<file path="src/inc/kwdt_defines.svh">
// Offsets, field positions, reset values and counts of the keyed watchdog.
`ifndef KWDT_DEFINES_SVH
`define KWDT_DEFINES_SVH

// ****************************************************************
// Register offsets (byte addresses)
// ****************************************************************
`define KWDT_OFS_CONTROL    8'h00
`define KWDT_OFS_RESET_FLAG 8'h04
`define KWDT_OFS_STATUS     8'h08
`define KWDT_OFS_IRQ_STATUS 8'h0c
`define KWDT_OFS_IRQ_MASK   8'h10

// ****************************************************************
// Fields and values
// ****************************************************************
`define KWDT_KEY_MSB        7
`define KWDT_KEY_LSB        3
`define KWDT_SEL_MSB        2
`define KWDT_SEL_LSB        0
`define KWDT_KEY_DISABLE    5'h15
`define KWDT_KEY_ENABLE     5'h0a
`define KWDT_CONTROL_POR    8'h53
`define KWDT_KEY_FLAG_BIT   0
`define KWDT_TIMEOUT_BIT    0
`define KWDT_PDOWN_BIT      1
`define KWDT_EV_OVF_NORMAL  0
`define KWDT_EV_OVF_SLEEP   1
`define KWDT_EV_KEY_RESET   2
`define KWDT_EV_W           3

// ****************************************************************
// Timing counts
// ****************************************************************
// Slow oscillator rising edges counted before an illegal key fires.
`define KWDT_KEY_TICKS      2'h3
`define KWDT_CNT_W          18

`endif

</file>
<file path="src/inc/kwdt_pkg.sv">
// Types and shared functions of the keyed watchdog.
package kwdt_pkg;
  `include "kwdt_defines.svh"

  typedef logic [`KWDT_CNT_W-1:0] kwdt_count_t;

  // Terminal count for a time-out select value: two to the chosen power, less one.
  function automatic kwdt_count_t kwdt_limit(input logic [2:0] sel);
    kwdt_count_t lim;
    lim = '0;
    unique case (sel)
      3'h0: lim = kwdt_count_t'(18'h000ff);
      3'h1: lim = kwdt_count_t'(18'h003ff);
      3'h2: lim = kwdt_count_t'(18'h00fff);
      3'h3: lim = kwdt_count_t'(18'h03fff);
      3'h4: lim = kwdt_count_t'(18'h07fff);
      3'h5: lim = kwdt_count_t'(18'h0ffff);
      3'h6: lim = kwdt_count_t'(18'h1ffff);
      3'h7: lim = kwdt_count_t'(18'h3ffff);
    endcase
    return lim;
  endfunction
endpackage
</file>
<file path="src/inc/kwdt_if.sv">
// Link between the watchdog control logic and its prescaler counter.
`timescale 1ns/1ps
interface kwdt_if;
  logic       osc_tick;
  logic       clear;
  logic       run;
  logic [2:0] sel;
  logic       overflow;

  modport ctl (output osc_tick, output clear, output run, output sel, input overflow);
  modport pre (input osc_tick, input clear, input run, input sel, output overflow);
endinterface

</file>
<file path="src/core/kwdt_prescaler.sv">
// Prescaled watchdog counter clocked by pclk and advanced by slow oscillator edges.
`timescale 1ns/1ps
module kwdt_prescaler
  import kwdt_pkg::*;
(
  input  wire logic pclk,
  input  wire logic presetn,
  kwdt_if.pre       lnk
);

  kwdt_count_t count;
  kwdt_count_t next_count;
  kwdt_count_t limit;

  // Terminal count follows the select field live, so a change acts on this period.
  // A clear in the same cycle as the last tick wins, so the period restarts in full.
  assign limit        = kwdt_limit(lnk.sel);
  assign lnk.overflow = lnk.run && lnk.osc_tick && !lnk.clear && (count >= limit);
  assign next_count   = lnk.clear    ? '0 :
                        lnk.overflow ? '0 :
                        (lnk.run && lnk.osc_tick) ? count + 1'b1 : count;

  // Counter advances once per slow oscillator edge while running.
  always_ff @(posedge pclk or negedge presetn) begin
    if (!presetn) begin
      count <= '0;
    end else begin
      count <= next_count;
    end
  end

  a_clear_zero: assert property (@(posedge pclk) disable iff (!presetn)
    lnk.clear |=> count == '0) else $error("counter not cleared");

  a_stop_hold: assert property (@(posedge pclk) disable iff (!presetn)
    !lnk.run && !lnk.clear |=> count == $past(count)) else $error("counter moved while stopped");
endmodule

</file>
<file path="src/core/kwdt_top.sv">
// Keyed watchdog timer with APB registers, reset-cause flag and interrupt.
//
// Behaviour
// - The counter counts slow oscillator edges through a prescaler of 2^8 to 2^18.
// - Select values 000 to 111 give ratios 2^8, 2^10, 2^12, 2^14, 2^15, 2^16, 2^17, 2^18.
// - Key 10101B disables the watchdog and key 01010B enables it.
// - Any other key value causes a full reset 2 to 3 slow oscillator cycles later.
// - A reset from an illegal key sets the key reset flag, bit 0 of the reset flags.
// - The key reset flag survives the reset, starts at zero and only software clears it.
// - After power-on the control register holds key 01010B and select 011.
// - Overflow in normal running causes a full reset and sets the time-out flag.
// - Overflow in sleep or idle sets the time-out flag and resets only PC and SP.
// - The counter is cleared by an illegal-key reset, a clear instruction or a halt.
// - Bits 7 to 3 of the reset flag register always read as zero.
// - A halt clears the counter, which resumes only if the watchdog is enabled.
// - Overflow in sleep or idle wakes the device and leaves other flags as they were.
// - Halt sets the power-down flag; power-up or the clear instruction clears it.
`timescale 1ns/1ps
`include "kwdt_defines.svh"
module kwdt_top
  import kwdt_pkg::*;
(
  input  wire logic        pclk,
  input  wire logic        presetn,
  input  wire logic [7:0]  paddr,
  input  wire logic        psel,
  input  wire logic        penable,
  input  wire logic        pwrite,
  input  wire logic [31:0] pwdata,
  output logic      [31:0] prdata,
  output logic             pready,
  output logic             pslverr,
  input  wire logic        slow_osc_clock,
  input  wire logic        clear_watchdog_instruction,
  input  wire logic        halt_instruction,
  input  wire logic        sleep_mode,
  output logic             device_reset,
  output logic             pc_sp_reset,
  output logic             wake_up,
  output logic             timeout_flag,
  output logic             power_down_flag,
  output logic             irq
);

  // ****************************************************************
  // Declarations
  // ****************************************************************
  kwdt_if lnk ();

  logic [7:0]            watchdog_control;
  logic [2:0]            reset_cause_flags;
  logic                  key_reset_flag;
  logic [`KWDT_EV_W-1:0] irq_status;
  logic [`KWDT_EV_W-1:0] irq_mask;
  logic                  osc_prev;
  logic [1:0]            key_wait;
  logic [1:0]            next_key_wait;
  logic [4:0]            enable_key_field;
  logic [2:0]            timeout_select_field;
  logic                  key_enabled;
  logic                  key_disabled;
  logic                  key_bad;
  logic                  key_fire;
  logic                  ovf_normal;
  logic                  ovf_sleep;
  logic                  full_reset;
  logic                  setup;
  logic                  access;
  logic                  wr_en;
  logic                  rd_en;
  logic                  hit_ctl;
  logic                  hit_rcf;
  logic                  hit_sts;
  logic                  hit_ist;
  logic                  hit_msk;
  logic                  hit_any;
  logic [31:0]           rd_mux;
  logic [`KWDT_EV_W-1:0] events;
  logic [`KWDT_EV_W-1:0] next_irq_status;
  logic [7:0]            next_control;
  logic                  next_key_flag;
  logic                  next_timeout;
  logic                  next_pdown;

  // ****************************************************************
  // Key decode and oscillator edge
  // ****************************************************************
  // The control register fields and their legal key values.
  assign enable_key_field     = watchdog_control[`KWDT_KEY_MSB:`KWDT_KEY_LSB];
  assign timeout_select_field = watchdog_control[`KWDT_SEL_MSB:`KWDT_SEL_LSB];
  assign key_enabled  = enable_key_field == `KWDT_KEY_ENABLE;
  assign key_disabled = enable_key_field == `KWDT_KEY_DISABLE;
  assign key_bad      = !key_enabled && !key_disabled;

  // The slow oscillator is a synchronous input; a rising edge is one tick.
  assign lnk.osc_tick = slow_osc_clock && !osc_prev;

  // Three ticks after the key went bad lie 2 to 3 oscillator periods later.
  assign key_fire      = key_bad && lnk.osc_tick && (key_wait == `KWDT_KEY_TICKS - 2'h1);
  assign next_key_wait = !key_bad      ? 2'h0 :
                         lnk.osc_tick  ? key_wait + 2'h1 : key_wait;

  // ****************************************************************
  // Counter control
  // ****************************************************************
  // A disabled watchdog keeps its counter stopped, also after a halt.
  assign lnk.run   = key_enabled;
  assign lnk.sel   = timeout_select_field;
  assign lnk.clear = key_fire || clear_watchdog_instruction || halt_instruction;

  kwdt_prescaler u_prescaler (
    .pclk    (pclk),
    .presetn (presetn),
    .lnk     (lnk)
  );

  // Overflow splits by power mode into full reset or a PC and SP reset.
  assign ovf_normal = lnk.overflow && !sleep_mode && !key_fire;
  assign ovf_sleep  = lnk.overflow && sleep_mode && !key_fire;
  assign full_reset = key_fire || ovf_normal;

  // ****************************************************************
  // APB decode
  // ****************************************************************
  // Requests are taken in setup; the commit happens at the access edge.
  assign setup   = psel && !penable;
  assign access  = psel && penable && pready;
  assign wr_en   = access && pwrite;
  assign rd_en   = access && !pwrite;
  assign hit_ctl = paddr == `KWDT_OFS_CONTROL;
  assign hit_rcf = paddr == `KWDT_OFS_RESET_FLAG;
  assign hit_sts = paddr == `KWDT_OFS_STATUS;
  assign hit_ist = paddr == `KWDT_OFS_IRQ_STATUS;
  assign hit_msk = paddr == `KWDT_OFS_IRQ_MASK;
  assign hit_any = hit_ctl || hit_rcf || hit_sts || hit_ist || hit_msk;

  // Unused bits read as zero; reserved reset flag bits are never stored.
  assign reset_cause_flags = {2'h0, key_reset_flag};
  assign rd_mux = hit_ctl ? {24'h0, watchdog_control} :
                  hit_rcf ? {29'h0, reset_cause_flags[2:0]} :
                  hit_sts ? {30'h0, power_down_flag, timeout_flag} :
                  hit_ist ? {29'h0, irq_status} :
                  hit_msk ? {29'h0, irq_mask} : 32'h0;

  // ****************************************************************
  // Next state of registers and flags
  // ****************************************************************
  // A full reset this block raises reloads control; it wins over a software write.
  assign next_control = full_reset ? `KWDT_CONTROL_POR :
                        (wr_en && hit_ctl) ? pwdata[7:0] : watchdog_control;

  // The key flag is set by hardware and cleared only by a software zero; set wins.
  assign next_key_flag = key_fire ? 1'b1 :
                         (wr_en && hit_rcf && !pwdata[`KWDT_KEY_FLAG_BIT]) ? 1'b0 :
                         key_reset_flag;

  // Time-out is set by overflow and cleared by halt or the clear instruction.
  assign next_timeout = (ovf_normal || ovf_sleep) ? 1'b1 :
                        (halt_instruction || clear_watchdog_instruction) ? 1'b0 : timeout_flag;

  // Power-down is set by halt and cleared by the clear instruction.
  assign next_pdown = halt_instruction ? 1'b1 :
                      clear_watchdog_instruction ? 1'b0 : power_down_flag;

  // Sticky interrupt events; a read clears only the bits it returned, so an event
  // that lands between setup and access is kept, and a new event wins.
  assign events = '0 | ({`KWDT_EV_W{ovf_normal}} & 3'h1)
                     | ({`KWDT_EV_W{ovf_sleep}}  & 3'h2)
                     | ({`KWDT_EV_W{key_fire}}   & 3'h4);
  assign next_irq_status = events | ((rd_en && hit_ist) ?
                                     (irq_status & ~prdata[`KWDT_EV_W-1:0]) : irq_status);

  // ****************************************************************
  // Registers
  // ****************************************************************
  // Watchdog state and flags.
  always_ff @(posedge pclk or negedge presetn) begin
    if (!presetn) begin
      osc_prev         <= 1'b0;
      key_wait         <= 2'h0;
      watchdog_control <= `KWDT_CONTROL_POR;
      key_reset_flag   <= 1'b0;
      timeout_flag     <= 1'b0;
      power_down_flag  <= 1'b0;
    end else begin
      osc_prev         <= slow_osc_clock;
      key_wait         <= next_key_wait;
      watchdog_control <= next_control;
      key_reset_flag   <= next_key_flag;
      timeout_flag     <= next_timeout;
      power_down_flag  <= next_pdown;
    end
  end

  // Reset requests and wake-up are one-cycle pulses.
  always_ff @(posedge pclk or negedge presetn) begin
    if (!presetn) begin
      device_reset <= 1'b0;
      pc_sp_reset  <= 1'b0;
      wake_up      <= 1'b0;
    end else begin
      device_reset <= full_reset;
      pc_sp_reset  <= ovf_sleep;
      wake_up      <= ovf_sleep;
    end
  end

  // Interrupt status, mask and the level interrupt output.
  always_ff @(posedge pclk or negedge presetn) begin
    if (!presetn) begin
      irq_status <= '0;
      irq_mask   <= '0;
      irq        <= 1'b0;
    end else begin
      irq_status <= next_irq_status;
      irq_mask   <= (wr_en && hit_msk) ? pwdata[`KWDT_EV_W-1:0] : irq_mask;
      irq        <= |(next_irq_status & irq_mask);
    end
  end

  // Bus answer is prepared in setup and shown for the single access cycle.
  always_ff @(posedge pclk or negedge presetn) begin
    if (!presetn) begin
      prdata  <= 32'h0;
      pready  <= 1'b0;
      pslverr <= 1'b0;
    end else begin
      prdata  <= setup ? (pwrite ? 32'h0 : rd_mux) : prdata;
      pready  <= setup;
      pslverr <= setup && !hit_any;
    end
  end

  // ****************************************************************
  // Assertions
  // ****************************************************************
  a_key_flag_set: assert property (@(posedge pclk) disable iff (!presetn)
    key_fire |=> key_reset_flag && device_reset) else $error("key reset not flagged");

  a_key_flag_hold: assert property (@(posedge pclk) disable iff (!presetn)
    key_reset_flag && !(wr_en && hit_rcf) |=> key_reset_flag) else $error("key flag lost");

  a_bad_key_delay: assert property (@(posedge pclk) disable iff (!presetn)
    $rose(key_bad) |-> !key_fire ##1 (!key_fire || !$stable(key_wait)))
    else $error("illegal key fired too early");

  a_good_key_quiet: assert property (@(posedge pclk) disable iff (!presetn)
    !key_bad |-> !key_fire) else $error("legal key caused a reset");

  a_ovf_normal: assert property (@(posedge pclk) disable iff (!presetn)
    ovf_normal |=> device_reset && timeout_flag && watchdog_control == `KWDT_CONTROL_POR)
    else $error("normal overflow mishandled");

  a_ovf_sleep: assert property (@(posedge pclk) disable iff (!presetn)
    ovf_sleep |=> pc_sp_reset && wake_up && timeout_flag && !device_reset)
    else $error("sleep overflow mishandled");

  a_sleep_flags_keep: assert property (@(posedge pclk) disable iff (!presetn)
    ovf_sleep && !halt_instruction && !clear_watchdog_instruction
      |=> power_down_flag == $past(power_down_flag)) else $error("sleep wake changed flags");

  a_halt_pdown: assert property (@(posedge pclk) disable iff (!presetn)
    halt_instruction |=> power_down_flag && !timeout_flag) else $error("halt flags wrong");

  a_clr_pdown: assert property (@(posedge pclk) disable iff (!presetn)
    clear_watchdog_instruction && !halt_instruction |=> !power_down_flag)
    else $error("clear did not drop power-down");

  a_rsv_zero: assert property (@(posedge pclk) disable iff (!presetn)
    setup && !pwrite && hit_rcf |=> prdata[7:3] == 5'h0) else $error("reserved bits nonzero");

  a_stop_disabled: assert property (@(posedge pclk) disable iff (!presetn)
    key_disabled |-> !lnk.overflow) else $error("disabled watchdog overflowed");
endmodule

</file>
<file path="config.mk">
export PLATFORM = sky130hd
export DESIGN_NAME = kwdt_top
export DESIGN_NICKNAME = d
export VERILOG_FILES = /design/src/inc/kwdt_pkg.sv /design/src/inc/kwdt_if.sv /design/src/core/kwdt_prescaler.sv /design/src/core/kwdt_top.sv
export VERILOG_INCLUDE_DIRS = /design/src /design/src/inc
export SDC_FILE = /design/constraint.sdc
export NUM_CORES = 1
export LEC_CHECK = 0
export BUFFER_PORTS_ARGS = -buffer_cell sky130_fd_sc_hd__clkbuf_2
export CAP_MARGIN = 20
export CELL_PAD_IN_SITES_DETAIL_PLACEMENT = 1
export CELL_PAD_IN_SITES_GLOBAL_PLACEMENT = 1
export CORE_MARGIN = 4
export CORE_UTILIZATION = 39
export CTS_CLUSTER_DIAMETER = 120
export DETAILED_ROUTE_END_ITERATION = 10
export GPL_TIMING_DRIVEN = 0
export PLACE_DENSITY_LB_ADDON = 0.1
export SKIP_CTS_REPAIR_TIMING = 1
export SYNTH_ARGS = -nofsm -noshare
export SYNTH_HDL_FRONTEND = slang
export SYNTH_SLANG_ARGS = --single-unit
</file>
<file path="constraint.sdc">
create_clock -name pclk -period 2.57 [get_ports pclk]
set_input_delay 0.1285 -clock pclk [delete_from_list [all_inputs] [get_ports pclk]]
set_output_delay 0.1285 -clock pclk [all_outputs]
set_load 0.02 [all_outputs]
</file>
==> flow_metrics.py <==
metrics = {
    "worst_setup_path": {
        "critPathMaxFanout": 10,
        "critical_path_class": "reg -> reg",
        "max_stage_delay_ps": 530,
        "r2r-end": "u_prescaler.count[16]",
        "crit_end": "u_prescaler.count[16]",
        "reg2reg_setup_slack_ps": 190,
        "worst-path-buf-inv": 3,
        "reg2reg_depth": 10,
        "start_kind": "register",
        "critical_path_arrival_ps": 2590,
        "cpMaxStageDelayCell": "dfstp_2",
        "reg2reg_from": "watchdog_control[1]",
        "cp.depth": 10,
        "end_kind": "register",
        "crit_chain": "buf_2, nand3_1, ha_1, nand2_1, nor2_2, nand4_2, buf_2, buf_6, o211ai_1, nand2_1",
        "startpoint": "watchdog_control[1]",
        "crit_family": "simple AND/OR/NAND/NOR gates",
        "crit_required_ps": 2790,
    },
    "pwr": {
        "ir_drop_uv": 193,
        "power_density_mw_per_mm2": 514,
        "cellLeakagePower_nw": 1.76,
    },
    "timing": {
        "slew_headroom": 0.542,
        "worstMarginPinSlew_ps": 687,
        "slew_viol_final": 0,
        "rsz0062_at_grt": "no",
        "hold_viol": 0,
        "finalSetupTns_ps": 0,
        "fmax_mhz": 421,
        "skew_ps": 3.17,
        "finalCritPeriodShare": 0.925,
        "finalSetupViolCount": 0,
        "min_period_ps": 2380,
    },
    "synth": {
        "ys_seq_area_frac": 0.415,
        "ys_seq_elements": 51,
        "synth-xor-area-share": 0.00567,
        "synth_top_family_by_area": "simple AND/OR/NAND/NOR gates",
        "synth-simple-area-share": 0.263,
        "synth_edf_count": 0,
        "syn_area_mm2": 0.00309,
        "synthMuxAreaShare": 0.0426,
        "avgSynthCellArea_um2": 9.13,
        "ys_async_sr_fraction": 1.00,
        "synth_compound_area_frac": 0.146,
        "yosys_most_used_dff": "dfrtp_1",
        "synthAdderAreaFrac": 0.0324,
        "ys_warn_count": 0,
        "ys_types": 59,
        "syn_inst": 338,
    },
    "die": {
        "initial_core_util": 0.399,
        "coreArea_mm2": 0.00773,
        "num_rows": 32,
        "die_h_um": 97.0,
        "io_pins": 89,
        "die-area_mm2": 0.00940,
        "fp.dieW_um": 97.0,
    },
    "global_route": {
        "grt_overflow_total": 0,
        "grt_pass1_wl_mm": 14.2,
        "grt.total_usage": 0.184,
        "grt_max_degree": 27,
        "antenna_found_initial": 0,
        "use_met2": 0.329,
        "grt_use_met1": 0.224,
        "grt-busiest-layer": "met2",
        "grt_use_met3": 0.0360,
        "grt_pass1_vias": 2830,
    },
    "route": {
        "drt-total-wl_mm": 8.38,
        "wl_per_cell_um": 16.3,
        "vias_per_cell": 5.29,
        "postRouteAntennaNets": 0,
        "vias": 2723,
        "initialDrtViolationCount": 48,
        "firstDrtPassIters": 4,
        "drc": 0,
    },
    "cells_and_area": {
        "antennaDiodeCount": 0,
        "fin_nets": 469,
        "syn_to_final_growth_pct": 18.7,
        "finalCoreUtilization": 0.474,
        "final_layout_size_suffix_gt1_frac": 0.249,
    },
    "clocking": {
        "path_clk_slew_ps": 110,
        "cts_tree": "built",
        "clockBufferDepth": 2,
        "cts_max_level": 2,
        "clk_latency_ps": 320,
        "cts_buffers": 5,
        "root_buffer": "clkbuf_8",
        "cts_sinks": 51,
    },
    "status": {
        "status": "finished clean",
    },
    "place": {
        "io_buffer_count": 39,
        "gp_congestion": 0.784,
        "dpl.hpwl_mm": 6.43,
    },
    "job": {
        "cap_violations": 0,
    },
    "min_path": {
        "hp-class": "in -> reg",
    },
}
-- metal layers --
metal | part of all wire | up-vias | wire (um)
met3 | 0.041 | 7 | 342
met5 | 0 | - | 0
li1 | - | 1329 | -
met4 | 0.012 | 0 | 100
met1 | 0.43 | 1340 | 3570
met2 | 0.52 | 47 | 4360
-- sequential cells by signal (all words and copies together) (netlist names) --
name,cells
device_reset,1
irq,1
irq_mask,3
irq_status,3
key_reset_flag,1
key_wait,2
osc_prev,1
power_down_flag,1
prdata,8
pready,1
pslverr,1
timeout_flag,1
u_prescaler.count,18
wake_up,1
watchdog_control,8
-- worst min path at each step --
stage,end,cells past startpoint,from,slack (ps)
2_1_floorplan,device_reset,0,presetn,-170
3_3_place_gp,osc_prev,1,slow_osc_clock,270
3_5_place_dp,prdata[5],1,presetn,210
4_1_cts,prdata[5],1,presetn,-160
5_1_grt,power_down_flag,2,halt_instruction,20
6_report,power_down_flag,2,halt_instruction,5
-- Yosys cell counts, types with 5 or more instances --
cell | n | area share
buf_2 | 6 | 0.0097
o21ai_0 | 11 | 0.018
and2_1 | 6 | 0.012
dfrtp_1 | 47 | 0.38
nor3_1 | 8 | 0.013
a21oi_1 | 11 | 0.018
mux2i_1 | 12 | 0.039
o211ai_1 | 6 | 0.015
clkbuf_1 | 5 | 0.0061
nand3_1 | 33 | 0.054
inv_1 | 10 | 0.012
nand2_1 | 48 | 0.058
buf_4 | 26 | 0.063
ha_1 | 8 | 0.032
nor2_1 | 14 | 0.017
a22o_1 | 5 | 0.014
nand4_1 | 14 | 0.028
-- report_power, final --
group | total (W) | leakage, nW | switching (W) | internal (W)
clock | 0.000520 | 0.0491 | 0.000318 | 0.000201
combinational | 0.000414 | 1.04 | 0.000246 | 0.000168
sequential | 0.000950 | 0.673 | 0.0000547 | 0.000896
-- metrics by stage --
| step | setup slack (ps) | instances | total power, W | hold WS, ps | cell area [um^2] |
|---|---|---|---|---|---|
| after floorplan | 404 | 361 | 0.00124 | -167 | 3170 |
| after global placement | -47.6 | 502 | 0.00135 | 274 | 3500 |
| after detailed placement | -109 | 503 | 0.00138 | 209 | 3520 |
| after CTS | -133 | 511 | 0.00191 | -156 | 3610 |
| after global routing | 4.15 | 515 | 0.00200 | 17.5 | 3660 |
| final | 193 | 515 | 0.00188 | 4.58 | 3660 |
-- cells by family after synthesis --
group           count (synthesis)
xor+xnor                        2
fa+ha+maj                       8
flops                          51
other cells                     1
compound gates                 63
buf+inv                        48
simple gates                  152
mux                            13
-- area by class of cell --
cell class                 count  area, um^2
timing repair buffer          44         250
buffer                        38         262
sequential                    51        1280
clock buffer                   5        68.8
fill                         959        4060
inverter                      10        37.5
multi-input combinational    262        1610
clock inverter                 3        26.3
tap                          102         128
-- layout by cell type (no fill, tap or decap), types with 3 or more instances in the layout --
cell,n
nand2_1,48
dfrtp_1,47
clkbuf_2,39
nand3_1,33
buf_4,29
conb_1,24
nand4_1,14
nor2_1,13
mux2i_1,12
inv_1,10
o21ai_0,10
a21oi_1,10
nor3_1,8
ha_1,8
o211ai_1,6
and2_1,6
buf_2,5
a22o_1,5
clkbuf_8,5
a21o_1,4
o21ai_1,4
and3_1,4
clkbuf_1,4
dfstp_2,4
and4_1,3
a211oi_2,3
nor4_1,3
(Power assumes the default switching activity.)
